## config.mk

```make
export PLATFORM = sky130hd
export DESIGN_NAME = wrcl_core
export DESIGN_NICKNAME = d
export VERILOG_FILES = /design/src/core/wrcl_pkg.sv /design/src/core/wrcl_core.sv
export SDC_FILE = /design/constraint.sdc
export NUM_CORES = 1
export LEC_CHECK = 0
export BUFFER_PORTS_ARGS = -buffer_cell sky130_fd_sc_hd__buf_2
export CORE_MARGIN = 4
export CORE_UTILIZATION = 30
export DETAILED_ROUTE_END_ITERATION = 10
export GPL_TIMING_DRIVEN = 0
export PLACE_DENSITY = 0.55
export RECOVER_POWER = 25
export SYNTH_ARGS = -nofsm -noshare
export SYNTH_HDL_FRONTEND = slang
export SYNTH_SLANG_ARGS = --single-unit
```

## constraint.sdc

```tcl
create_clock -name sys_clk -period 3.35 [get_ports sys_clk]
set_clock_uncertainty 0.15 [all_clocks]
set_input_delay 0.67 -clock sys_clk [delete_from_list [all_inputs] [get_ports sys_clk]]
set_output_delay 0.67 -clock sys_clk [all_outputs]
set_load 0.02 [all_outputs]
```

## src/core/wrcl_pkg.sv

```systemverilog
// Package for the wiper register and command logic.
// Assumes a single 125 MHz clock domain and decoded serial commands.
package wrcl_pkg;
  localparam int WRCL_CTRL_W = 4;
  localparam logic [3:0] WRCL_CTRL_RESET = 4'h3;
  localparam int WRCL_BIT_WIPER_ALLOW = 0;
  localparam int WRCL_BIT_NVM_ALLOW = 1;
  localparam int WRCL_BIT_SPLIT = 2;
  localparam int WRCL_BIT_MULTI = 3;
  localparam logic [3:0] WRCL_CMD_NOP = 4'h0;
  localparam logic [3:0] WRCL_CMD_WR_WIPER = 4'h1;
  localparam logic [3:0] WRCL_CMD_WR_PRE = 4'h2;
  localparam logic [3:0] WRCL_CMD_READ = 4'h3;
  localparam logic [3:0] WRCL_CMD_LIN = 4'h4;
  localparam logic [3:0] WRCL_CMD_LOG = 4'h5;
  localparam logic [3:0] WRCL_CMD_LOAD = 4'h6;
  localparam logic [3:0] WRCL_CMD_NVM_RD = 4'h7;
  localparam logic [3:0] WRCL_CMD_SCALE = 4'h9;
  localparam logic [3:0] WRCL_CMD_SHDN = 4'hC;
  localparam logic [3:0] WRCL_CMD_CTRL = 4'hD;
  localparam logic [1:0] WRCL_RB_PRE = 2'h0;
  localparam logic [1:0] WRCL_RB_NVM = 2'h1;
  localparam logic [1:0] WRCL_RB_CTRL = 2'h2;
  localparam logic [1:0] WRCL_RB_WIPER = 2'h3;
endpackage

```

## src/core/wrcl_core.sv

```systemverilog
// Wiper setting, preload and control register logic with command execution.
// Assumes commands arrive as one-cycle strobes, already deframed, synchronous to sys_clk.
// Notes on behaviour
// - Control bit 0 low freezes wiper at stored value; high lets interface change it.
// - Control bit 1 low blocks nonvolatile programming; high (default) permits it.
// - Control bit 2 selects complementary (0, default) or split-rheostat mode (1).
// - Control bit 3 enables multi-byte write; stop or restart never clears it.
// - One preload register per wiper setting register holds a pending value.
// - Command 2 writes preloads; command 3 reads them back.
// - Load pin or command 6 transfers preloads to wiper registers, one or all.
// - Any new wiper setting value is copied into its preload register.
// - Split mode adds a second register pair by address bit 2; contents unchanged.
// - Strap high at power-up starts split mode, loading both strings from storage.
// - Effective mode is strap OR control bit 2.
// - Entering top or bottom end state leaves wiper registers unchanged.
// - End states exit by command 9 exit form, command 12 or any new wiper load.
// - Command 4 steps one position up or down, one or all.
// - Command 5 doubles or halves, one or all channels.
// - Doubling walks 0, 1, single bits to 1000 0000, then 1111 1111.
// - Halving shifts right filling zero down to 0000 0000.
// - Command 13 copies the low four data bits into control register.
// - Shared step code: data bit 0 one steps up (command 4) or doubles (command 5), zero steps down or halves.
module wrcl_core import wrcl_pkg::*; #(
  parameter int DATA_W = 8
) (
  input wire logic sys_clk,
  input wire logic rst,
  input wire logic clk_en,
  input wire logic cmd_valid,
  input wire logic [3:0] cmd_code,
  input wire logic [3:0] cmd_addr,
  input wire logic [7:0] cmd_data,
  input wire logic load_wiper_pin_n,
  input wire logic split_mode_strap_pin,
  input wire logic [DATA_W-1:0] nvm_lower_value,
  input wire logic [DATA_W-1:0] nvm_upper_value,
  output logic [DATA_W-1:0] rd_data,
  output logic rd_valid,
  output logic [DATA_W-1:0] lower_wiper,
  output logic [DATA_W-1:0] upper_wiper,
  output logic split_mode,
  output logic top_end_state,
  output logic bottom_end_state,
  output logic nvm_program_allow,
  output logic multi_byte_write,
  output logic nvm_write_req,
  output logic [DATA_W-1:0] nvm_write_data,
  output logic nvm_write_upper
);
  localparam logic [DATA_W-1:0] FULL = {DATA_W{1'b1}};
  localparam logic [DATA_W-1:0] ZERO = '0;
  localparam logic [DATA_W-1:0] ONE = {{(DATA_W-1){1'b0}}, 1'b1};

  logic [3:0] ctrl_q;
  logic [DATA_W-1:0] wip_q [2];
  logic [DATA_W-1:0] pre_q [2];
  logic init_q;
  logic strap_q;
  logic ts_q;
  logic bs_q;
  logic load_pin_q;

  wire allow_w = ctrl_q[WRCL_BIT_WIPER_ALLOW];
  wire eff_split = strap_q | ctrl_q[WRCL_BIT_SPLIT];
  wire all_ch = cmd_addr[3]; // addr_bit_three selects all
  wire addr_bit_two = cmd_addr[2];
  wire go = cmd_valid & clk_en;
  wire pin_fall = load_pin_q & ~load_wiper_pin_n;
  // Pin transitions are ignored while a command executes, to avoid corruption.
  wire pin_load = pin_fall & ~go;
  wire is_wr = go & (cmd_code == WRCL_CMD_WR_WIPER);
  wire is_pre = go & (cmd_code == WRCL_CMD_WR_PRE);
  wire is_read = go & (cmd_code == WRCL_CMD_READ);
  wire is_lin = go & (cmd_code == WRCL_CMD_LIN);
  wire is_log = go & (cmd_code == WRCL_CMD_LOG);
  wire is_load = go & (cmd_code == WRCL_CMD_LOAD);
  wire is_nvrd = go & (cmd_code == WRCL_CMD_NVM_RD) & ~cmd_data[0];
  wire is_nvwr = go & (cmd_code == WRCL_CMD_NVM_RD) & cmd_data[0];
  wire is_scale = go & (cmd_code == WRCL_CMD_SCALE);
  wire is_shdn = go & (cmd_code == WRCL_CMD_SHDN);
  wire is_ctrl = go & (cmd_code == WRCL_CMD_CTRL);

  // Address bit 2 picks the upper register only in split mode; otherwise single commands go to lower
  wire [1:0] sel = all_ch ? 2'b11 : (addr_bit_two & eff_split ? 2'b10 : 2'b01);

  function automatic logic [DATA_W-1:0] step_lin(input logic [DATA_W-1:0] v,
                                                  input logic up);
    if (up) return (v == FULL) ? FULL : v + ONE;
    return (v == ZERO) ? ZERO : v - ONE;
  endfunction

  function automatic logic [DATA_W-1:0] step_log(input logic [DATA_W-1:0] v,
                                                  input logic up);
    if (up) begin
      if (v == ZERO) return ONE;
      if (v[DATA_W-1]) return FULL;
      return {v[DATA_W-2:0], 1'b0};
    end
    return {1'b0, v[DATA_W-1:1]};
  endfunction

  logic [DATA_W-1:0] wip_d [2];
  logic [DATA_W-1:0] pre_d [2];
  logic [1:0] wip_load;

  always_comb begin
    for (int i = 0; i < 2; i++) begin
      wip_d[i] = wip_q[i];
      pre_d[i] = pre_q[i];
      wip_load[i] = 1'b0;
      if (is_pre && sel[i]) begin
        pre_d[i] = cmd_data[DATA_W-1:0];
      end
      if (allow_w) begin
        if (is_wr && sel[i]) begin
          wip_d[i] = cmd_data[DATA_W-1:0];
          wip_load[i] = 1'b1;
        end else if ((is_load && sel[i]) || pin_load) begin
          wip_d[i] = pre_q[i];
          wip_load[i] = 1'b1;
        end else if (is_lin && sel[i]) begin
          wip_d[i] = step_lin(wip_q[i], cmd_data[0]);
          wip_load[i] = 1'b1;
        end else if (is_log && sel[i]) begin
          wip_d[i] = step_log(wip_q[i], cmd_data[0]);
          wip_load[i] = 1'b1;
        end
      end
      if (is_nvrd && sel[i]) begin
        // Recall from storage is the one wiper update allowed when frozen
        wip_d[i] = i == 0 ? nvm_lower_value : nvm_upper_value;
        wip_load[i] = 1'b1;
      end
      if (wip_load[i]) begin
        pre_d[i] = wip_d[i];
      end
    end
  end

  wire any_load = |wip_load | is_shdn;

  always_ff @(posedge sys_clk or posedge rst) begin
    if (rst) begin
      ctrl_q <= WRCL_CTRL_RESET;
      wip_q[0] <= ZERO;
      wip_q[1] <= ZERO;
      pre_q[0] <= ZERO;
      pre_q[1] <= ZERO;
      init_q <= 1'b1;
      strap_q <= 1'b0;
      load_pin_q <= 1'b1;
    end else if (clk_en) begin
      load_pin_q <= load_wiper_pin_n;
      if (init_q) begin
        // Strap and stored settings caught once, after reset release
        init_q <= 1'b0;
        strap_q <= split_mode_strap_pin;
        wip_q[0] <= nvm_lower_value;
        pre_q[0] <= nvm_lower_value;
        wip_q[1] <= nvm_upper_value;
        pre_q[1] <= nvm_upper_value;
      end else begin
        wip_q <= wip_d;
        pre_q <= pre_d;
        if (is_ctrl) begin
          ctrl_q <= cmd_data[3:0];
        end
      end
    end
  end

  always_ff @(posedge sys_clk or posedge rst) begin
    if (rst) begin
      ts_q <= 1'b0;
      bs_q <= 1'b0;
    end else if (clk_en && !init_q) begin
      if (is_scale && cmd_data[7]) begin
        ts_q <= ~cmd_data[0];
        bs_q <= 1'b0;
      end else if (is_scale) begin
        bs_q <= cmd_data[0];
        ts_q <= 1'b0;
      end else if (any_load) begin
        ts_q <= 1'b0;
        bs_q <= 1'b0;
      end
    end
  end

  logic [DATA_W-1:0] rb_w;
  wire up_sel = addr_bit_two & eff_split;
  always_comb begin
    unique case (cmd_data[1:0])
      WRCL_RB_PRE: rb_w = pre_q[up_sel];
      WRCL_RB_NVM: rb_w = up_sel ? nvm_upper_value : nvm_lower_value;
      WRCL_RB_CTRL: rb_w = {{(DATA_W-4){1'b0}}, ctrl_q};
      WRCL_RB_WIPER: rb_w = wip_q[up_sel];
    endcase
  end

  always_ff @(posedge sys_clk or posedge rst) begin
    if (rst) begin
      rd_data <= ZERO;
      rd_valid <= 1'b0;
      lower_wiper <= ZERO;
      upper_wiper <= ZERO;
      split_mode <= 1'b0;
      top_end_state <= 1'b0;
      bottom_end_state <= 1'b0;
      nvm_program_allow <= 1'b1;
      multi_byte_write <= 1'b0;
      nvm_write_req <= 1'b0;
      nvm_write_data <= ZERO;
      nvm_write_upper <= 1'b0;
    end else if (clk_en) begin
      rd_valid <= is_read & ~init_q;
      if (is_read) begin
        rd_data <= rb_w;
      end
      lower_wiper <= wip_q[0];
      upper_wiper <= wip_q[1];
      split_mode <= eff_split;
      top_end_state <= ts_q;
      bottom_end_state <= bs_q;
      nvm_program_allow <= ctrl_q[WRCL_BIT_NVM_ALLOW];
      multi_byte_write <= ctrl_q[WRCL_BIT_MULTI];
      // Storage programming request only while programming is allowed
      nvm_write_req <= is_nvwr & ctrl_q[WRCL_BIT_NVM_ALLOW] & ~init_q;
      if (is_nvwr) begin
        nvm_write_data <= wip_q[up_sel];
        nvm_write_upper <= up_sel;
      end
    end
  end
endmodule

```

; ---- After elaboration in Yosys (flattened, before gate mapping)
; Index checks and enable logic that the tools add are counted.
[totals]
output_inout_bits = 40
word_cells = 213
reg_bits = 81
[op_classes]
n_eq_ne = 15
bitwise_logic = 26
muxes = 114
add_sub_neg = 4
n_lt_le_gt_ge = 1
n_reduce_logical = 31
[op_table]
columns = operator, count
row1 = 8-bit 2-to-1 mux, 43
row2 = 1-bit 2-to-1 mux, 66
row3 = 16-bit 2-to-1 mux, 2
row4 = 8-bit case mux with 4 select lines, 1
row5 = 1-bit AND, 19
row6 = "8-bit by 1-bit adder with 8-bit output, second input constant", 2
row7 = "4-bit by 3-bit == test with 1-bit output, second input constant", 4
row8 = "8-bit == test, second input constant", 2
row9 = 8-bit logical NOT, 2
row10 = "8-bit by 1-bit subtractor with 8-bit output, second input constant", 2
row11 = 1-bit logical AND, 14
row12 = "4-bit == test, second input constant", 3
row13 = 2-bit AND reduction, 6
row14 = 3-bit nonzero test, 3
row15 = "4-bit by 2-bit == test with 1-bit output, second input constant", 2
row16 = "2-bit == test, second input constant", 2
row17 = "4-bit by 1-bit == test with 1-bit output, second input constant", 1
row18 = 2-bit 2-to-1 mux, 2
row19 = 1-bit inverter, 4
row20 = 3-bit AND reduction, 1
row21 = "2-bit by 1-bit == test with 1-bit output, second input constant", 1
row22 = "2-bit >= comparator, second input constant", 1
row23 = 2-bit logical NOT, 1
row24 = 1-bit logical OR, 2
row25 = other kinds (4), 5

; ---- Longest topological paths before layout
; Gate-level depths: netlist of run 1.
[depth]
ltp_word = 29
depth_mapped = 10
mapped_depth_nobuf = 9

; ---- Least setup slack after synthesis of run 1
; OpenSTA, ideal clock, no wires.
[synth_path]
path_type = input-to-reg
from = in cmd_code[1]
to = reg pre_q[3] (netlist bit)
setup_slack_ps = 634
arrival_time_ps = 2413
n_path_buf = 3
path_stages = 10
setup_ps = 153
cell_sequence = clkbuf_1 > nor2b_1 > clkbuf_2 > o211ai_1 > buf_2 > mux2_2 > a211oi_1 > o21ai_0 > a31oi_1 > a21oi_1
[synth_between]
elab_chain_len = 11
elab_cells_between_ends = 36
cone_classes = 6 x eq/ne / 14 x mux / 7 x bitwise / 9 x reduce/logical
[synth_lines]
columns = element, line
row1 = "start, declared", wrcl_core.sv:30  ; input wire logic [3:0] cmd_code,
row2 = 4-bit by 3-bit == test with 1-bit output, wrcl_core.sv:75  ; wire is_log = go & (cmd_code == WRCL_CMD_LOG);
row3 = 1-bit AND, wrcl_core.sv:75
row4 = 1-bit logical AND, wrcl_core.sv:124  ; end else if (is_log && sel[i]) begin
row5 = 1-bit 2-to-1 mux / 8-bit 2-to-1 mux (equally long branches), wrcl_core.sv:124
row6 = 1-bit 2-to-1 mux / 8-bit 2-to-1 mux (equally long branches), wrcl_core.sv:121  ; end else if (is_lin && sel[i]) begin
row7 = 1-bit 2-to-1 mux / 8-bit 2-to-1 mux (equally long branches), wrcl_core.sv:118  ; end else if ((is_load && sel[i]) || pin_load) begin
row8 = 1-bit 2-to-1 mux / 8-bit 2-to-1 mux (equally long branches), wrcl_core.sv:115  ; if (is_wr && sel[i]) begin
row9 = 1-bit 2-to-1 mux / 8-bit 2-to-1 mux (equally long branches), wrcl_core.sv:114  ; if (allow_w) begin
row10 = 1-bit 2-to-1 mux / 8-bit 2-to-1 mux (equally long branches), wrcl_core.sv:129  ; if (is_nvrd && sel[i]) begin
row11 = 3-bit nonzero test (no source line) / 8-bit 2-to-1 mux (equally long branches), n/a
row12 = 2-bit AND reduction (no source line) / 16-bit 2-to-1 mux (equally long branches), n/a
row13 = "end signal, assigned", wrcl_core.sv:164  ; pre_q <= pre_d;
row14 = "end, declared", wrcl_core.sv:56  ; logic [DATA_W-1:0] pre_q [2];
; Several ways; a longest one is shown, not always the timed one.
; A chain may end at the register's enable or synchronous reset.

; ---- Worst setup path after layout of run 1
[layout_path]
from = reg ctrl_q[2]
to = reg pre_q[9] (netlist bit)
[layout_between]
elab_chain_len = 13
elab_cells_between_ends = 27
cone_classes = 16 x mux / 2 x bitwise / 9 x reduce/logical
[layout_lines]
columns = element, line
row1 = "start, declared", wrcl_core.sv:54  ; logic [3:0] ctrl_q;
row2 = "start signal, assigned", wrcl_core.sv:166  ; ctrl_q <= cmd_data[3:0];
row3 = 1-bit OR *, wrcl_core.sv:64  ; wire eff_split = strap_q | ctrl_q[WRCL_BIT_SPLIT];
row4 = 1-bit AND *, wrcl_core.sv:84  ; wire [1:0] sel = all_ch ? 2'b11 : (addr_bit_two & eff_split ? 2'b10 : 2'b01);
row5 = 2-bit 2-to-1 mux * (2 in a row), wrcl_core.sv:84
row6 = 1-bit logical AND, wrcl_core.sv:124
row7 = 1-bit 2-to-1 mux / 8-bit 2-to-1 mux (equally long branches), wrcl_core.sv:124
row8 = 1-bit 2-to-1 mux / 8-bit 2-to-1 mux (equally long branches), wrcl_core.sv:121
row9 = 1-bit 2-to-1 mux / 8-bit 2-to-1 mux (equally long branches), wrcl_core.sv:118
row10 = 1-bit 2-to-1 mux / 8-bit 2-to-1 mux (equally long branches), wrcl_core.sv:115
row11 = 1-bit 2-to-1 mux / 8-bit 2-to-1 mux (equally long branches), wrcl_core.sv:114
row12 = 1-bit 2-to-1 mux / 8-bit 2-to-1 mux (equally long branches), wrcl_core.sv:129
row13 = 3-bit nonzero test (no source line) / 8-bit 2-to-1 mux (equally long branches), n/a
row14 = 2-bit AND reduction (no source line) / 16-bit 2-to-1 mux (equally long branches), n/a
; Every way passes the cells marked *; elsewhere a longest branch is shown, timed or not.

==> impl_metrics.tcl, run 1 <==
set metrics [dict create \
    crit_path_start_kind "register" \
    hp-class "input pin to async pin" \
    clk_latency_ns 0.35 \
    violations "max-capacitance violations, max-slew violations" \
    worstPathArrival_ns 3.23 \
    synth.area.mux_share 0.0835 \
    synth_edf_count 0 \
    crit_fanout 10 \
    initial_core_util 0.309 \
    syn_inst 742 \
    cp_slowest_stage_delay_ns 0.57 \
    io_buffers 72 \
    numCtsBuffers 9 \
    synth_cell_types 79 \
    r2r_start "ctrl_q[2]" \
    netlist_area_um2 6090 \
    antenna_cells 0 \
    gp_congestion 0.907 \
    grt_start_max_net_pins 67 \
    period_minus_slack_ns 3.15 \
    maxSlewHeadroom -0.145 \
    syn-num-nets 786 \
    cp-end-kind "register" \
    async_flop_share 1.00 \
    register_area_um2 2030 \
    drv_cap 1 \
    cts_max_path_buffers 2 \
    maxSlewViolCount 67 \
    clk_pin_slew_ns 0.06 \
    period_share 0.941 \
    core_um2 19700 \
    cp_slowest_cell "o21ai_1" \
    critical_path.endpoint "pre_q[9]" \
    synthAdderAreaFrac 0.0123 \
    synth_top_family_by_area "compound AO/OA/AOI/OAI gates" \
    dieArea_um2 22600 \
    die_w_um 150 \
    critPathKind "register to register" \
    grt_first_pass_wirelength_um 38400 \
    tightest_slew_ns 1.72 \
    multi_input_area_um2 3720 \
    rows 51 \
    synth-compound-area-share 0.316 \
    yosys.area_share.xor_xnor 0.00863 \
    grt_pass1_vias 6321 \
    rr_worst_depth 7 \
    synth_ff_type "dfrtp_1" \
    powerDensity_nw_per_um2 634 \
    setup_violations 0 \
    finalWirelength_um 25100 \
    nFillCells 2116 \
    ys_seq_area_frac 0.334 \
    antenna_left 0 \
    root_buffer "clkbuf_16" \
    crit_cells 7 \
    rsz0062_at_grt "no" \
    crit_chain "o21ai_1 > o21ai_0 > o21ai_1 > nor2_1 > a21oi_2 > mux2i_1 > o21ai_0" \
    layout-drive-gt1-share 0.184 \
    grt_overflow 0 \
    ir_drop_v 0.000284 \
    num_vias 6449 \
    firstDrtPassIters 7 \
    final_util 0.359 \
    startpoint "ctrl_q[2]" \
    timing.rr.end "pre_q[9]" \
    p_leak_nw 2.88 \
    htree_levels 3 \
    ys_seq_elements 81 \
    tritoncts "built" \
    ios 78 \
    drcViolationCount 0 \
    antenna_found_initial 1 \
    yosys_warnings 0 \
    areaGrowthSynthToFinish_pct 16.3 \
    ctsHoldBuffers 0 \
    hold_viol 0 \
    wire_per_inst_um 22.9 \
    synthSimpleGateAreaFrac 0.191 \
    critPathTopFamily "compound AO/OA/AOI/OAI gates" \
    vias_per_cell 5.89 \
    r2r_slack_ns 0.20 \
    clock-sinks 81 \
    drt_iter0_markers 715 \
    dpl.hpwl_um 18600 \
    critPathRequiredTime_ns 3.43 \
    status "finished, violations left" \
    fp.dieH_um 150 \
    fin_nets 869 \
    grt_usage 0.223 \
    fmax_mhz 317 \
    crit_buf_inv 0 \
    syn_avg_cell_area_um2 8.20 \
    total_power_w 0.00448 \
]
## power breakdown
group	internal [W]	switching (W)	total (W)
combinational	0.000715	0.00129	0.00201
clock	0.000599	0.000433	0.00103
sequential	0.00124	0.000203	0.00145
total	0.00256	0.00193	0.00448
## sequential cells by signal, summed over array words and instances, names as in the netlist, 4 cells and up
name	flops
ctrl_q	4
rd_data	8
upper_wiper	8
nvm_write_data	8
pre_q	16
lower_wiper	8
wip_q	16
## cell type report
type                    instances  area share
well taps                     265      0.0468
multi-input cells             579       0.526
flip-flops and latches         81       0.287
clock inverters                 4     0.00742
clock buffers                  12      0.0348
plain buffers                  61      0.0357
inverters                      20      0.0108
repair buffers                 73      0.0514
## layout by cell type, fill, tap and decap left out, types with 9 or more instances in the layout
cell type	instances
clkbuf_16	9
mux2_2	30
a21oi_1	62
a211oi_1	17
nor3_1	17
nor2_1	83
o211ai_1	19
a31oi_1	18
nand3_1	13
clkbuf_1	47
o21ai_0	60
inv_1	16
dfrtp_1	76
a221oi_1	11
o22ai_1	13
nand2_1	63
buf_2	80
## cells by family after synthesis
family,Yosys count
and+or+nand+nor,239
xor gates and xnor gates,6
AOI/OAI and AO/OA,286
adders and majority gates,6
DFF,81
muxes,42
buffers and inverters,82
## worst register-to-register path: stages, from the launching register on
cell and delay [ns]:
dfrtp_1 0.48, o21ai_1 0.54, o21ai_0 0.24, o21ai_1 0.57, nor2_1 0.22, a21oi_2 0.49
mux2i_1 0.24, o21ai_0 0.09
## routing by layer
layer  part of all wire  global-route usage  up-vias
met5                  0                   0        -
met4              0.040               0.104        0
met3              0.078              0.0439       64
met2               0.46               0.353      336
met1               0.42               0.295     3084
li1                   -                   -     2965
## through the flow
| step | setup TNS [ns] | setup WS [ns] | instance area (um2) | instances | hold WS (ns) |
|---|---|---|---|---|---|
| 2_1_floorplan | 0 | 0.458 | 6090 | 742 | 0.288 |
| 3_3_place_gp | -70.41 | -0.876 | 6780 | 1079 | 0.313 |
| 3_5_place_dp | -3.82 | -0.462 | 6810 | 1080 | 0.312 |
| 4_1_cts | 0 | 0.256 | 7100 | 1095 | 0.113 |
| 5_1_grt | 0 | 0.0374 | 7080 | 1095 | 0.313 |
| 6_report | 0 | 0.197 | 7080 | 1095 | 0.242 |
## synthesized netlist by cell type (all sizes together), types with 17 or more instances
master  number  area, um2
a211oi      18        140
a21oi       63        319
a31oi       18        113
buf         17       86.3
clkbuf      45        170
dfrtp       76       1900
inv         17       63.8
mux2        30        338
nand2       63        236
nor2        83        312
nor3        17       85.1
o211ai      19        143
o21ai       65        325
## worst min-delay path by stage
stage / from / end / slack [ns] / cells after the start
6_report: rst / upper_wiper[7] / 0.24 / 2
5_1_grt: rst / upper_wiper[7] / 0.31 / 2
4_1_cts: rst / upper_wiper[7] / 0.11 / 2
3_5_place_dp: bs_q / bs_q / 0.31 / 2
3_3_place_gp: rd_data[7] / rd_data[7] / 0.31 / 2
2_1_floorplan: bs_q / bs_q / 0.29 / 2
## timing repair
| action | 4_1_cts | 5_1_grt |
|---|---|---|
| buffers inserted | 0 | 0 |
| endpoints found under the setup margin | 3 | 4 |
| hold endpoints to repair | 0 | 0 |
| gates resized for setup | 0 | 1 |
(Power assumes the default switching activity.)
==> run 2: changes to the inputs <==
--- a/config.mk
+++ b/config.mk
@@ -8,8 +8,8 @@
 export BUFFER_PORTS_ARGS = -buffer_cell sky130_fd_sc_hd__buf_2
 export CORE_MARGIN = 4
 export CORE_UTILIZATION = 30
+export CTS_BUF_LIST = sky130_fd_sc_hd__clkbuf_4
 export DETAILED_ROUTE_END_ITERATION = 10
-export GPL_TIMING_DRIVEN = 0
 export PLACE_DENSITY = 0.55
 export RECOVER_POWER = 25
 export SYNTH_ARGS = -nofsm -noshare
==> run 2 against run 1 <==
  * The run still ends with max-capacitance violations, max-slew violations left
  * Routed wire length shrank 11%
  * Sequential power rose by 9%
  * Clock-buffer cell count shrank 2
  * Worst setup slack gained 0.24 ns
  * First-iteration DRC count shrank 20%
  * Clock power is 32% lower
==> impl_metrics.tcl, run 2 (synthesis gave the netlist of run 1 again) <==
set metrics [dict create \
    r2r_slack_ns 0.44 \
    setup_tns_ns 0 \
    register_area_um2 2030 \
    period_share 0.869 \
    share_comb_of_total_power 0.444 \
    ios 78 \
    setup_violations 0 \
    grt_pass1_vias 5938 \
    maxSlewHeadroom -0.112 \
    p_clk_frac 0.171 \
    finalWirelength_um 22300 \
    antenna_left 0 \
    drcViolationCount 0 \
    cp_slowest_cell "o211ai_1" \
    p_leak_nw 2.97 \
    antenna_found_initial 1 \
    grt_start_max_net_pins 36 \
    gp_congestion 0.877 \
    timing.rr.end "wip_q[2]" \
    areaGrowthSynthToFinish_pct 16.1 \
    numCtsBuffers 9 \
    wire_per_inst_um 20.6 \
    crit_fanout 10 \
    rsz0062_at_grt "no" \
    fp.dieH_um 150 \
    core_um2 19700 \
    drt_iter0_markers 574 \
    crit_buf_inv 1 \
    hp-class "input pin to async pin" \
    clk_pin_slew_ns 0.14 \
    crit_path_start_kind "register" \
    io_buffers 75 \
    ir_drop_v 0.000309 \
    total_power_w 0.00409 \
    maxSlewViolCount 36 \
    period_minus_slack_ns 2.91 \
    tightest_slew_ns 1.67 \
    drv_cap 1 \
    die_w_um 150 \
    final_common_cell "nor2_1" \
    critPathKind "register to register" \
    layout-drive-gt1-share 0.235 \
    ctsHoldBuffers 0 \
    internal_power_w 0.00228 \
    dp.cells 1066 \
    cp-end-kind "register" \
    num_vias 6334 \
    cts_resized 0 \
    crit_chain "o21a_1 > o211ai_1 > inv_1 > a221oi_1 > o32ai_1 > nor2_1 > o2bb2ai_1" \
    rr_worst_depth 7 \
    r2r_start "ctrl_q[2]" \
    nFillCells 2107 \
    tritoncts "built" \
    grt_overflow 0 \
    root_buffer "clkbuf_4" \
    post-cts-setup-buffers 0 \
    fmax_mhz 343 \
    power_frac_seq 0.385 \
    p_sw_w 0.00181 \
    dieArea_um2 22600 \
    critPathRequiredTime_ns 3.55 \
    initial_core_util 0.309 \
    critPathTopFamily "compound AO/OA/AOI/OAI gates" \
    violations "max-capacitance violations, max-slew violations" \
    hold_viol 0 \
    clk_latency_ns 0.47 \
    fin_nets 856 \
    finalNonFillerCells 1083 \
    rows 51 \
    htree_levels 3 \
    grt_usage 0.198 \
    reg.largest.list "pre_q: 16 flops, wip_q: 16 flops" \
    cts_max_path_buffers 2 \
    firstDrtPassIters 5 \
    clock-sinks 81 \
    cp_slowest_stage_delay_ns 0.78 \
    switching_share 0.442 \
    multi_input_area_um2 3720 \
    vias_per_cell 5.85 \
    status "finished, violations left" \
    dpl.hpwl_um 16800 \
    powerDensity_nw_per_um2 579 \
    worstPathArrival_ns 3.11 \
    final_cell_mix "nor2_1 (83), dfrtp_1 (76), buf_2 (75)" \
    grt_first_pass_wirelength_um 34700 \
]
## run 2: cell type report
| type | instances | share of cell area |
|---|---|---|
| sequential | 81 | 0.288 |
| antenna | 1 | 0.000354 |
| tap | 265 | 0.0469 |
| multi-input combinational | 579 | 0.527 |
| inverter | 20 | 0.0108 |
| clock inverter | 6 | 0.0133 |
| clock buffer | 10 | 0.0106 |
| timing repair buffer | 121 | 0.103 |
## run 2: metal layers
metal  global-route usage  vias to the layer above  share of wire
li1                     -                     2949              -
met1                0.269                     3079           0.43
met2                0.319                      260           0.47
met3               0.0280                       46          0.062
met4               0.0759                        0          0.034
met5                    0                        -              0
## run 2: power groups by stage
| stage | clock (W) | sequential [W] | combinational [W] |
|---|---|---|---|
| after floorplan | 0 | 0.00155 | 0.00121 |
| after global placement | 0 | 0.00159 | 0.00180 |
| after detailed placement | 0 | 0.00159 | 0.00181 |
| after CTS | 0.000719 | 0.00157 | 0.00181 |
| after global routing | 0.000761 | 0.00161 | 0.00199 |
| final | 0.000698 | 0.00158 | 0.00182 |
## run 2: how the worst max path moves through the flow
| stage | start | end | slack, ns | cells after the start |
|---|---|---|---|---|
| 6_report | ctrl_q[2] | wip_q[2] | 0.44 | 7 |
| 5_1_grt | rst | nvm_write_req | 0.15 | 3 |
| 4_1_cts | ctrl_q[2] | wip_q[0] | 0.51 | 7 |
| 3_5_place_dp | cmd_addr[2] | pre_q[2] | 0.30 | 8 |
| 3_3_place_gp | cmd_addr[2] | pre_q[2] | 0.28 | 8 |
| 2_1_floorplan | rst | bottom_end_state | 0.46 | 1 |
## run 2: worst reg2reg max path, cell delays in order, from the launching register on
cell and delay [ns]:
dfrtp_1 0.50, o21a_1 0.35, o211ai_1 0.78, inv_1 0.27, a221oi_1 0.37, o32ai_1 0.18
nor2_1 0.12, o2bb2ai_1 0.09
## run 2: per-stage QoR
stage | hold slack, ns | util | cell area (um2) | worst slack (ns)
after floorplan | 0.288 | - | 6090 | 0.458
after global placement | 0.312 | 0.350 | 6900 | 0.282
after detailed placement | 0.316 | 0.350 | 6900 | 0.305
after CTS | 0.0189 | 0.358 | 7070 | 0.513
after global routing | 0.282 | 0.358 | 7060 | 0.151
final | 0.254 | 0.358 | 7060 | 0.438
